<file path="src/rtl/scr_pkg.sv">
// Shared constants and types of the management-bus register access block.
// Assumes one core clock; bus pins are synchronised before any use.
package scr_pkg;

    // Command codes carried in the byte after the slave address, then byte counts, operation bits, fixed address and error code values
    localparam logic [7:0] CMD_WR = 8'hBE;
    localparam logic [7:0] CMD_SETUP = 8'hBA;
    localparam logic [7:0] CMD_RD = 8'hBD;
    localparam logic [7:0] CMD_PCALL = 8'hCD;
    localparam logic [7:0] CNT_WR = 8'h08;
    localparam logic [7:0] CNT_SETUP = 8'h04;
    localparam logic [7:0] CNT_RET = 8'h04;
    localparam logic [2:0] OP_WR = 3'h3;
    localparam logic [2:0] OP_RD = 3'h4;
    localparam logic [3:0] ADDR_FIXED = 4'hD;
    localparam logic [7:0] CRC_POLY = 8'h07;
    localparam logic [7:0] CRC_INIT = 8'h00;
    localparam logic [7:0] CRC_GOOD = 8'h00;
    localparam logic [7:0] IDLE_BYTE = 8'hFF;

    // Received byte positions within one frame, address byte first, then bits per byte
    localparam logic [3:0] BI_ADDR = 4'h0;
    localparam logic [3:0] BI_CMD = 4'h1;
    localparam logic [3:0] BI_CNT = 4'h2;
    localparam logic [3:0] BI_CB1 = 4'h3;
    localparam logic [3:0] BI_CB2 = 4'h4;
    localparam logic [3:0] BI_CB3 = 4'h5;
    localparam logic [3:0] BI_CB4 = 4'h6;
    localparam logic [3:0] BI_SPEC = 4'h7;
    localparam logic [3:0] BI_D4 = 4'hA;
    localparam logic [3:0] BI_WPEC = 4'hB;
    localparam logic [3:0] BI_MAX = 4'hF;
    localparam logic [3:0] BITS = 4'h8;
    // Returned byte positions
    localparam logic [2:0] TI_CNT = 3'h0;
    localparam logic [2:0] TI_PEC = 3'h5;
    localparam logic [2:0] TI_MAX = 3'h7;

    typedef struct packed {
        logic start;
        logic stop;
        logic rise;
        logic fall;
        logic sda;
    } scr_ev_t;

    typedef struct packed {
        logic [4:0] port;
        logic [11:0] addr;
        logic [3:0] be;
        logic [31:0] data;
    } scr_wr_t;

    typedef struct packed {
        logic [4:0] port;
        logic [11:0] addr;
    } scr_tgt_t;

    typedef enum logic [4:0] {
        ST_IDLE = 5'h01,
        ST_RX = 5'h02,
        ST_ACK = 5'h04,
        ST_TX = 5'h08,
        ST_MACK = 5'h10
    } scr_st_t;

    typedef struct packed {
        logic [2:0] scl;
        logic [2:0] sda;
    } scr_line_t;

    typedef struct packed {
        scr_st_t st;
        logic [7:0] sh;
        logic [3:0] bcnt;
        logic [3:0] bidx;
        logic [2:0] tidx;
        logic rd_dir;
        logic [7:0] cmd;
        logic bad;
        logic ack;
        logic frame;
        logic pend;
        logic setup;
        logic rd_arm;
        scr_wr_t tgt;
        scr_tgt_t rtgt;
        logic [31:0] rdat;
        logic [2:0] strap1;
        logic [2:0] strap2;
        logic ovr;
        logic [6:0] saddr;
        logic sda_oe;
        logic drv0;
        logic wr_req;
        scr_wr_t wr;
        logic rd_req;
        scr_tgt_t rd;
    } scr_top_t;

endpackage

</file>
<file path="src/rtl/scr_line.sv">
// Pin synchroniser and bus condition detector for clock and data lines.
// Assumes both lines idle high; the first flop of each chain feeds only the second.
`timescale 1ns/100ps
module scr_line (
    input wire logic i_clk,
    input wire logic i_rst,
    input wire logic i_ce,
    input wire logic i_scl,
    input wire logic i_sda,
    output scr_pkg::scr_ev_t o_ev
);
    import scr_pkg::*;

    scr_line_t q;
    scr_line_t d;

    ////////////////////////////////////////////////////////////////////////////
    // Three taps: two to synchronise, a third to find edges
    always_comb begin
        d.scl = {q.scl[1:0], i_scl};
        d.sda = {q.sda[1:0], i_sda};
    end

    always_ff @(posedge i_clk or posedge i_rst) begin
        if (i_rst) begin
            q <= '1;
        end else if (i_ce) begin
            q <= d;
        end
    end

    ////////////////////////////////////////////////////////////////////////////
    // Data moving while the clock is high marks start and stop
    assign o_ev.rise = q.scl[1] & ~q.scl[2];
    assign o_ev.fall = ~q.scl[1] & q.scl[2];
    assign o_ev.start = q.scl[1] & q.scl[2] & q.sda[2] & ~q.sda[1];
    assign o_ev.stop = q.scl[1] & q.scl[2] & ~q.sda[2] & q.sda[1];
    assign o_ev.sda = q.sda[1];

endmodule // scr_line

</file>
<file path="src/rtl/scr_crc8.sv">
// Bit-serial error code, polynomial x^8+x^2+x+1, MSB first.
// Assumes bits arrive one per enable, in bus order.
`timescale 1ns/100ps
module scr_crc8 (
    input wire logic i_clk,
    input wire logic i_rst,
    input wire logic i_ce,
    input wire logic i_clr,
    input wire logic i_en,
    input wire logic i_bit,
    output logic [7:0] o_crc
);
    import scr_pkg::*;

    logic [7:0] q;
    logic [7:0] d;

    ////////////////////////////////////////////////////////////////////////////
    // Clear wins so a new frame never inherits old bits
    always_comb begin
        d = q;
        if (i_clr) begin
            d = CRC_INIT;
        end else if (i_en) begin
            d = {q[6:0], 1'b0} ^ ((q[7] ^ i_bit) ? CRC_POLY : 8'h00);
        end
    end

    always_ff @(posedge i_clk or posedge i_rst) begin
        if (i_rst) begin
            q <= CRC_INIT;
        end else if (i_ce) begin
            q <= d;
        end
    end

    assign o_crc = q;

endmodule // scr_crc8

</file>
<file path="src/rtl/scr_slave.sv">
// Management-bus slave giving a bus master access to 32-bit config registers.
// Assumes a register file beside it that answers a read request with i_rd_ack.
// Behaviour
// - Slave only; both lines open drain, clock never driven.
// - Address is 1101 followed by the three strap bits.
// - Software may load its own 7-bit address instead.
// - All registers writable, read-only and hardware initialised included.
// - Command BE starts a register write.
// - BA sets up a read, BD then returns the data.
// - Process call CD sets up and reads in one transaction.
// - Write byte count must be 8; error code byte not counted.
// - A wrong byte and all later bytes of the packet are refused.
// - Byte after the fourth data byte is the error code.
// - Bad error code drops the write and refuses that byte.
// - Error code check skipped while the check-off bit is set.
// - First command byte bits 2:0: 011 write, 100 read.
// - Port is byte2 bits 3:0 above byte3 bit 7.
// - Byte3 bits 5:2 enable register bytes 0 through 3.
// - Address 11:10 from byte3, 9:2 from byte4, 1:0 zero.
// - Write data arrives most significant byte first.
// - Error codes checked on receive and generated on return.
// - Read returns count four then data bits 31:24 down to 7:0.
// - One extra requested byte gets the error code; master refusal ends read.
`timescale 1ns/100ps
module scr_slave (
    input wire logic i_clk,
    input wire logic i_rst,
    input wire logic i_ce,
    input wire logic i_scl,
    input wire logic i_sda,
    output logic o_scl_o,
    output logic o_scl_oe,
    output logic o_sda_o,
    output logic o_sda_oe,
    input wire logic [2:0] i_strap,
    input wire logic [6:0] i_ctl_addr,
    input wire logic i_ctl_addr_wr,
    input wire logic i_integrity_check_off,
    output logic [6:0] o_slave_addr,
    output logic o_wr_req,
    output scr_pkg::scr_wr_t o_wr,
    output logic o_rd_req,
    output scr_pkg::scr_tgt_t o_rd,
    input wire logic i_rd_ack,
    input wire logic [31:0] i_rd_data
);
    import scr_pkg::*;

    scr_top_t q;
    scr_top_t d;
    scr_ev_t ev;
    logic [7:0] crc;
    logic rx_done;
    logic [7:0] crc_fin;

    ////////////////////////////////////////////////////////////////////////////
    // Bus edges and the running error code over every data bit seen
    scr_line u_line (
        .i_clk(i_clk),
        .i_rst(i_rst),
        .i_ce(i_ce),
        .i_scl(i_scl),
        .i_sda(i_sda),
        .o_ev(ev)
    );

    // Bits enter at the fall that ends them: the rise before a repeated start never counts
    scr_crc8 u_crc (
        .i_clk(i_clk),
        .i_rst(i_rst),
        .i_ce(i_ce),
        .i_clr(ev.stop | (ev.start & ~q.frame)),
        .i_en(ev.fall & (((q.st == ST_RX) & (q.bcnt != 4'h0)) | (q.st == ST_TX))),
        .i_bit((q.st == ST_TX) ? ~q.sda_oe : q.sh[0]),
        .o_crc(crc)
    );

    assign rx_done = i_ce & (q.st == ST_RX) & ev.fall & (q.bcnt == BITS);
    // Code with the last bit of the byte just received folded in
    assign crc_fin = {crc[6:0], 1'b0} ^ ((crc[7] ^ q.sh[0]) ? CRC_POLY : 8'h00);

    // Byte returned at each position of a read
    function automatic logic [7:0] tx_byte(input logic [2:0] ti, input logic [31:0] dat,
                                           input logic [7:0] code);
        case (ti)
            3'h0: tx_byte = CNT_RET;
            3'h1: tx_byte = dat[31:24];
            3'h2: tx_byte = dat[23:16];
            3'h3: tx_byte = dat[15:8];
            3'h4: tx_byte = dat[7:0];
            3'h5: tx_byte = code;
            default: tx_byte = IDLE_BYTE;
        endcase
    endfunction

    ////////////////////////////////////////////////////////////////////////////
    // Next state of the whole slave
    always_comb begin
        logic [7:0] b;
        logic ok;
        logic [7:0] nb;
        b = q.sh;
        ok = ~q.bad;
        nb = 8'h00;
        d = q;
        d.wr_req = 1'b0;
        d.rd_req = 1'b0;
        // Straps are followed until software takes the address over
        d.strap1 = i_strap;
        d.strap2 = q.strap1;
        if (i_ctl_addr_wr) begin
            d.ovr = 1'b1;
            d.saddr = i_ctl_addr;
        end else if (!q.ovr) begin
            d.saddr = {ADDR_FIXED, q.strap2};
        end
        if (i_rd_ack) begin
            d.rdat = i_rd_data;
        end
        if (ev.stop || ev.start) begin
            // A pending write without error code lands at the frame's end
            if (q.pend) begin
                d.wr_req = 1'b1;
                d.wr = q.tgt;
                d.pend = 1'b0;
            end
            d.sda_oe = 1'b0;
            d.bad = 1'b0;
            d.bidx = BI_ADDR;
            d.bcnt = 4'h0;
            d.rd_dir = 1'b0;
            d.frame = ev.start;
            d.rd_arm = ev.start & q.frame & q.rd_arm;
            d.st = ev.start ? ST_RX : ST_IDLE;
        end else begin
            case (q.st)
                ST_RX: begin
                    if (ev.rise) begin
                        d.sh = {q.sh[6:0], ev.sda};
                        d.bcnt = q.bcnt + 4'h1;
                    end else if (rx_done) begin
                        d.bcnt = 4'h0;
                        d.st = ST_ACK;
                        case (q.bidx)
                            BI_ADDR: begin
                                if (b[7:1] != q.saddr) begin
                                    ok = 1'b0;
                                    d.st = ST_IDLE;
                                end else if (b[0]) begin
                                    ok = ok & q.rd_arm & q.setup;
                                    if (ok) begin
                                        d.rd_dir = 1'b1;
                                        d.tidx = TI_CNT;
                                        d.rd_req = 1'b1;
                                        d.rd = q.rtgt;
                                    end else begin
                                        d.st = ST_IDLE;
                                    end
                                end
                            end
                            BI_CMD: begin
                                ok = ok & ((b == CMD_WR) | (b == CMD_SETUP)
                                    | (b == CMD_RD) | (b == CMD_PCALL));
                                d.cmd = b;
                                d.rd_arm = ok & (b == CMD_RD);
                            end
                            BI_CNT: begin
                                // Read command takes no count; the others a fixed one
                                ok = ok & (q.cmd != CMD_RD)
                                    & (b == ((q.cmd == CMD_WR) ? CNT_WR : CNT_SETUP));
                            end
                            BI_CB1: begin
                                ok = ok & (b[2:0] == ((q.cmd == CMD_WR) ? OP_WR : OP_RD));
                                if (ok && q.cmd != CMD_WR) begin
                                    d.setup = 1'b0;
                                end
                            end
                            BI_CB2: begin
                                d.tgt.port[4:1] = b[3:0];
                            end
                            BI_CB3: begin
                                d.tgt.port[0] = b[7];
                                d.tgt.be = b[5:2];
                                d.tgt.addr[11:10] = b[1:0];
                            end
                            BI_CB4: begin
                                d.tgt.addr = {q.tgt.addr[11:10], b, 2'b00};
                                if (ok && q.cmd != CMD_WR) begin
                                    d.setup = 1'b1;
                                    d.rtgt.port = q.tgt.port;
                                    d.rtgt.addr = {q.tgt.addr[11:10], b, 2'b00};
                                    d.rd_arm = (q.cmd == CMD_PCALL);
                                end
                            end
                            default: begin
                                if (q.cmd == CMD_WR && q.bidx <= BI_D4) begin
                                    d.tgt.data = {q.tgt.data[23:0], b};
                                    if (ok && q.bidx == BI_D4) begin
                                        d.pend = 1'b1;
                                    end
                                end else if ((q.cmd == CMD_WR && q.bidx == BI_WPEC)
                                    || (q.cmd != CMD_WR && q.bidx == BI_SPEC)) begin
                                    // Remainder over message plus code is zero when good
                                    ok = ok & (i_integrity_check_off | (crc_fin == CRC_GOOD));
                                    if (q.cmd == CMD_WR) begin
                                        d.pend = 1'b0;
                                        if (ok && q.pend) begin
                                            d.wr_req = 1'b1;
                                            d.wr = q.tgt;
                                        end
                                    end else if (!ok) begin
                                        d.setup = 1'b0;
                                        d.rd_arm = 1'b0;
                                    end
                                end else begin
                                    ok = 1'b0;
                                end
                            end
                        endcase
                        // A refusal sticks until the next start or stop
                        d.bad = q.bad | ~ok;
                        d.ack = ok;
                        d.sda_oe = ok & (d.st == ST_ACK);
                        if (q.bidx != BI_MAX) begin
                            d.bidx = q.bidx + 4'h1;
                        end
                    end
                end
                ST_ACK: begin
                    if (ev.fall) begin
                        if (q.rd_dir) begin
                            nb = tx_byte(q.tidx, q.rdat, crc);
                            d.sh = nb;
                            d.sda_oe = ~nb[7];
                            d.bcnt = 4'h1;
                            d.st = ST_TX;
                        end else begin
                            d.sda_oe = 1'b0;
                            d.st = ST_RX;
                        end
                    end
                end
                ST_TX: begin
                    // Next bit goes out on each falling clock
                    if (ev.fall) begin
                        if (q.bcnt == BITS) begin
                            d.sda_oe = 1'b0;
                            d.st = ST_MACK;
                        end else begin
                            d.sda_oe = ~q.sh[6];
                            d.sh = {q.sh[6:0], 1'b0};
                            d.bcnt = q.bcnt + 4'h1;
                        end
                    end
                end
                ST_MACK: begin
                    if (ev.rise) begin
                        d.ack = ~ev.sda;
                    end else if (ev.fall) begin
                        if (q.ack) begin
                            d.tidx = (q.tidx == TI_MAX) ? TI_MAX : q.tidx + 3'h1;
                            nb = tx_byte(d.tidx, q.rdat, crc);
                            d.sh = nb;
                            d.sda_oe = ~nb[7];
                            d.bcnt = 4'h1;
                            d.st = ST_TX;
                        end else begin
                            d.st = ST_IDLE;
                        end
                    end
                end
                ST_IDLE: begin
                    d.sda_oe = 1'b0;
                end
                default: begin
                    d.st = ST_IDLE;
                    d.sda_oe = 1'b0;
                end
            endcase
        end
    end

    ////////////////////////////////////////////////////////////////////////////
    // All state frozen while the clock enable is low
    always_ff @(posedge i_clk or posedge i_rst) begin
        if (i_rst) begin
            q <= '0;
            q.st <= ST_IDLE;
        end else if (i_ce) begin
            q <= d;
        end
    end

    // Outputs straight from flops; the clock pin is never pulled
    assign o_scl_o = q.drv0;
    assign o_scl_oe = q.drv0;
    assign o_sda_o = q.drv0;
    assign o_sda_oe = q.sda_oe;
    assign o_slave_addr = q.saddr;
    assign o_wr_req = q.wr_req;
    assign o_wr = q.wr;
    assign o_rd_req = q.rd_req;
    assign o_rd = q.rd;
endmodule // scr_slave

</file>
<file path="config.mk">
export PLATFORM = sky130hd
export DESIGN_NAME = scr_slave
export DESIGN_NICKNAME = d
export VERILOG_FILES = /design/src/rtl/scr_pkg.sv /design/src/rtl/scr_line.sv /design/src/rtl/scr_crc8.sv /design/src/rtl/scr_slave.sv
export SDC_FILE = /design/constraint.sdc
export NUM_CORES = 1
export LEC_CHECK = 0
export ABC_AREA = 1
export BUFFER_PORTS_ARGS = -buffer_cell sky130_fd_sc_hd__buf_4
export CORE_AREA = 3 3 166 200
export DETAILED_ROUTE_END_ITERATION = 16
export DIE_AREA = 0 0 169 203
export GPL_ROUTABILITY_DRIVEN = 0
export GPL_TIMING_DRIVEN = 1
export PLACE_DENSITY = 0.55
export SLEW_MARGIN = 10
export SYNTH_ARGS = -nofsm -noshare
export SYNTH_HDL_FRONTEND = slang
export SYNTH_HIERARCHICAL = 1
export SYNTH_SLANG_ARGS = --single-unit
</file>
<file path="constraint.sdc">
create_clock -name i_clk -period 6.7 [get_ports i_clk]
set_input_delay 0.67 -clock i_clk [delete_from_list [all_inputs] [get_ports i_clk]]
set_output_delay 0.67 -clock i_clk [all_outputs]
set_load 0.03 [all_outputs]
</file>
==> run_results.csv <==
group,metric,value,unit
outcome,status,"finished clean",
timing,setup_slack,2.76,ns
timing,setup-tns-final,0,ns
timing,max_slew_margin,32.7,%
layout,instances_no_fill,1841,
route,drcViolationCount,0,
layout,drive_above_1_share,18.3,%
yosys,async_reset_ff_share,100,%
setup_path,required,7.11,ns
layout,seq_area,5860,um^2
timing,period_share,58.8,%
route,vias_per_cell,4.95,
setup_path,r2r_slack,2.76,ns
die,die_h,203,um
layout,nFillCells,3130,
cts,cts_buffers,26,
pwr,ir_drop,0.173,mV
die,start_util,37.8,%
cts,clk_pin_slew,0.06,ns
layout,fin_area,13400,um^2
setup_path,r2r-end,"o_wr[3]",
layout,final_net_count,1480,
setup_path,arrival,4.35,ns
layout,antennaDiodeCount,0,
route,ant_nets,0,
global_routing,antenna_found_initial,0,
timing,timing.final.setup_violations,0,
route,first_iter_violations,763,
timing,hold_viol_final,0,
cts,clk_latency,0.53,ns
yosys,yosysMostFrequentCell,"nand2_1",
route,wl_per_cell,15.9,um
global_routing,grt_start_max_net_pins,120,
timing,timing.fmax,254,MHz
timing,finClkSkew,0.0113,ns
die,die_area,34300,um^2
layout,area_growth,13.2,%
hold_path,hold_path.class,"in -> async",
cts,post_cts_buffers,0,
cts,clock-root-buffer,"clkbuf_16",
setup_path,worstSetupPathType,"reg -> reg",
yosys,synth_commonest_cells,"nand2_1 (371), dfrtp_1 (227), o21ai_0 (136), inv_1 (115), nor2_1 (100)",
yosys,synth_seq_cells,234,
yosys,ys_warn_count,6,
route,vias,9121,
placed_design,hpwlAfterDp,20600,um
route,wl,29300,um
yosys,synth.avg_cell_area,8.58,um^2
timing,rsz0062_at_grt,"false",
cts,clock-sinks,234,
placed_design,place_area,12500,um^2
global_routing,grt-ovfl-total,0,
cts,holdBufCountCts,0,
timing,tightest_slew,1.01,ns
die,num_io_pins,133,
die,core_area,31400,um^2
pwr,p_leak,6.57,nW
global_routing,grt_pass1_vias,9102,
yosys,ys_types,49,
timing,whs,0.145,ns
yosys,synth_top_cell_area_share,48.0,%
yosys,syn-instance-count,1380,
yosys,synth_flop_cell,"dfrtp_1",
yosys,synth_area_leaders,"dfrtp_1 (48%), nand2_1 (12%), o21ai_0 (5.7%)",
cts,htree_levels,1,
job,drv_cap,0,
yosys,syn_area,11800,um^2
yosys,synth_edf_count,0,
pwr,power_density,270,nW/um^2
route,dr.pass1.iters,5,
yosys,synth_area_leader_cell,"dfrtp_1",
setup_path,start_kind,"flip-flop",
setup_path,cp-end-kind,"flip-flop",
die,rows,71,
cts,clk_path_buf_depth,3,
placed_design,port_buffers,125,
cts,cts_tree,"yes",
timing,maxSlewViolCount,0,
setup_path,worstRegToRegCells,10,
setup_path,crit_start,"u_line/d[5]",
setup_path,cp_max_fo,103,
setup_path,r2r_start,"u_line/d[5]",
global_routing,grt_usage,17.0,%
global_routing,grt_pass1_wl,48000,um
layout,multi_input_area,4740,um^2
placed_design,post-place-ws,2.85,ns
yosys,ys_seq_area_share,49.5,%
placed_design,dpl.cell_count,1793,
die,die_x,169,um
cts,cts-resized-gates,0,
timing,period_minus_slack,3.94,ns
[placed cells by master (no fill, tap or decap), types with 4 or more instances in the layout]
cell,instances
a21oi_1,61
a31oi_1,4
buf_4,129
clkbuf_1,7
clkbuf_16,27
clkbuf_8,6
conb_1,7
dfrtp_1,227
dfstp_2,7
ha_1,10
inv_1,114
inv_2,9
mux2_1,4
mux2_2,25
mux2_4,24
nand2_1,371
nand3_1,55
nand4_1,12
nor2_1,100
nor2_4,4
nor3_1,14
o211ai_1,6
o21ai_0,136
o21ai_1,7
o221ai_1,4
o22ai_1,14
xnor2_1,5
[cells by family after synthesis]
family          after synthesis  synth area share (%)
compound gates              248                  11.4
buf+inv                     247                  10.8
other cells                   1                0.0317
simple gates                579                  20.8
flops                       234                  49.5
mux                          53                  5.80
xor+xnor                      8                 0.591
fa+ha+maj                    10                  1.06
[critical path, stage by stage (launching register included)]
cell	delay, ns
dfstp_2	0.56
nand2_1	0.07
nor2_1	0.21
inv_1	0.12
nand2_1	0.48
inv_1	0.40
nor2_1	0.39
inv_1	0.16
nand2_1	0.19
nand3_4	0.72
o21ai_0	0.46
[report_power, final]
part / switching [mW] / internal [mW]
clock: 0.570 / 0.845
sequential: 0.136 / 1.51
combinational: 0.377 / 0.178
[worst max-delay path by stage]
| stage | endpoint | slack (ns) | depth (start not counted) |
|---|---|---|---|
| after floorplan | d[82] | 0.01 | 1 |
| after global placement | o_wr[39] | 3.10 | 10 |
| after detailed placement | o_wr[41] | 2.85 | 10 |
| after CTS | o_wr[41] | 2.78 | 10 |
| after global routing | o_wr[16] | 2.35 | 10 |
| final | o_wr[3] | 2.76 | 10 |
[per-layer routing]
layer / part of all wire [%] / vias to the layer above / GRT usage [%]
met5: 0 / - / 0
met4: 2.5 / 0 / 4.61
met3: 4.4 / 53 / 2.10
met2: 50 / 228 / 29.9
met1: 43 / 4340 / 22.2
li1: - / 4500 / -
[registers in the layout, summed over array words and instances (netlist names)]
register,cells
u_crc/o_crc,8
o_rd_req,1
o_rd,15
d,3
o_wr_req,1
u_line/o_ev,1
o_slave_addr,7
u_line/q,2
u_line/d,3
o_sda_oe,1
o_wr,51
q,141
[layout make-up]
class	instances	share of cell area [%]
Sequential cell	234	43.7
Tap cell	401	3.74
Multi-Input combinational cell	905	35.3
Clock buffer	40	5.85
Clock inverter	8	0.579
Timing Repair Buffer	129	7.22
Inverter	124	3.53
[stage by stage]
step           util, %  total power, mW
3_3_place_gp      40.0             2.23
6_report          42.8             3.62
3_5_place_dp      40.0             2.23
4_1_cts           42.8             3.68
5_1_grt           42.8             3.81
2_1_floorplan        -             2.02
(Power assumes the default switching activity.)
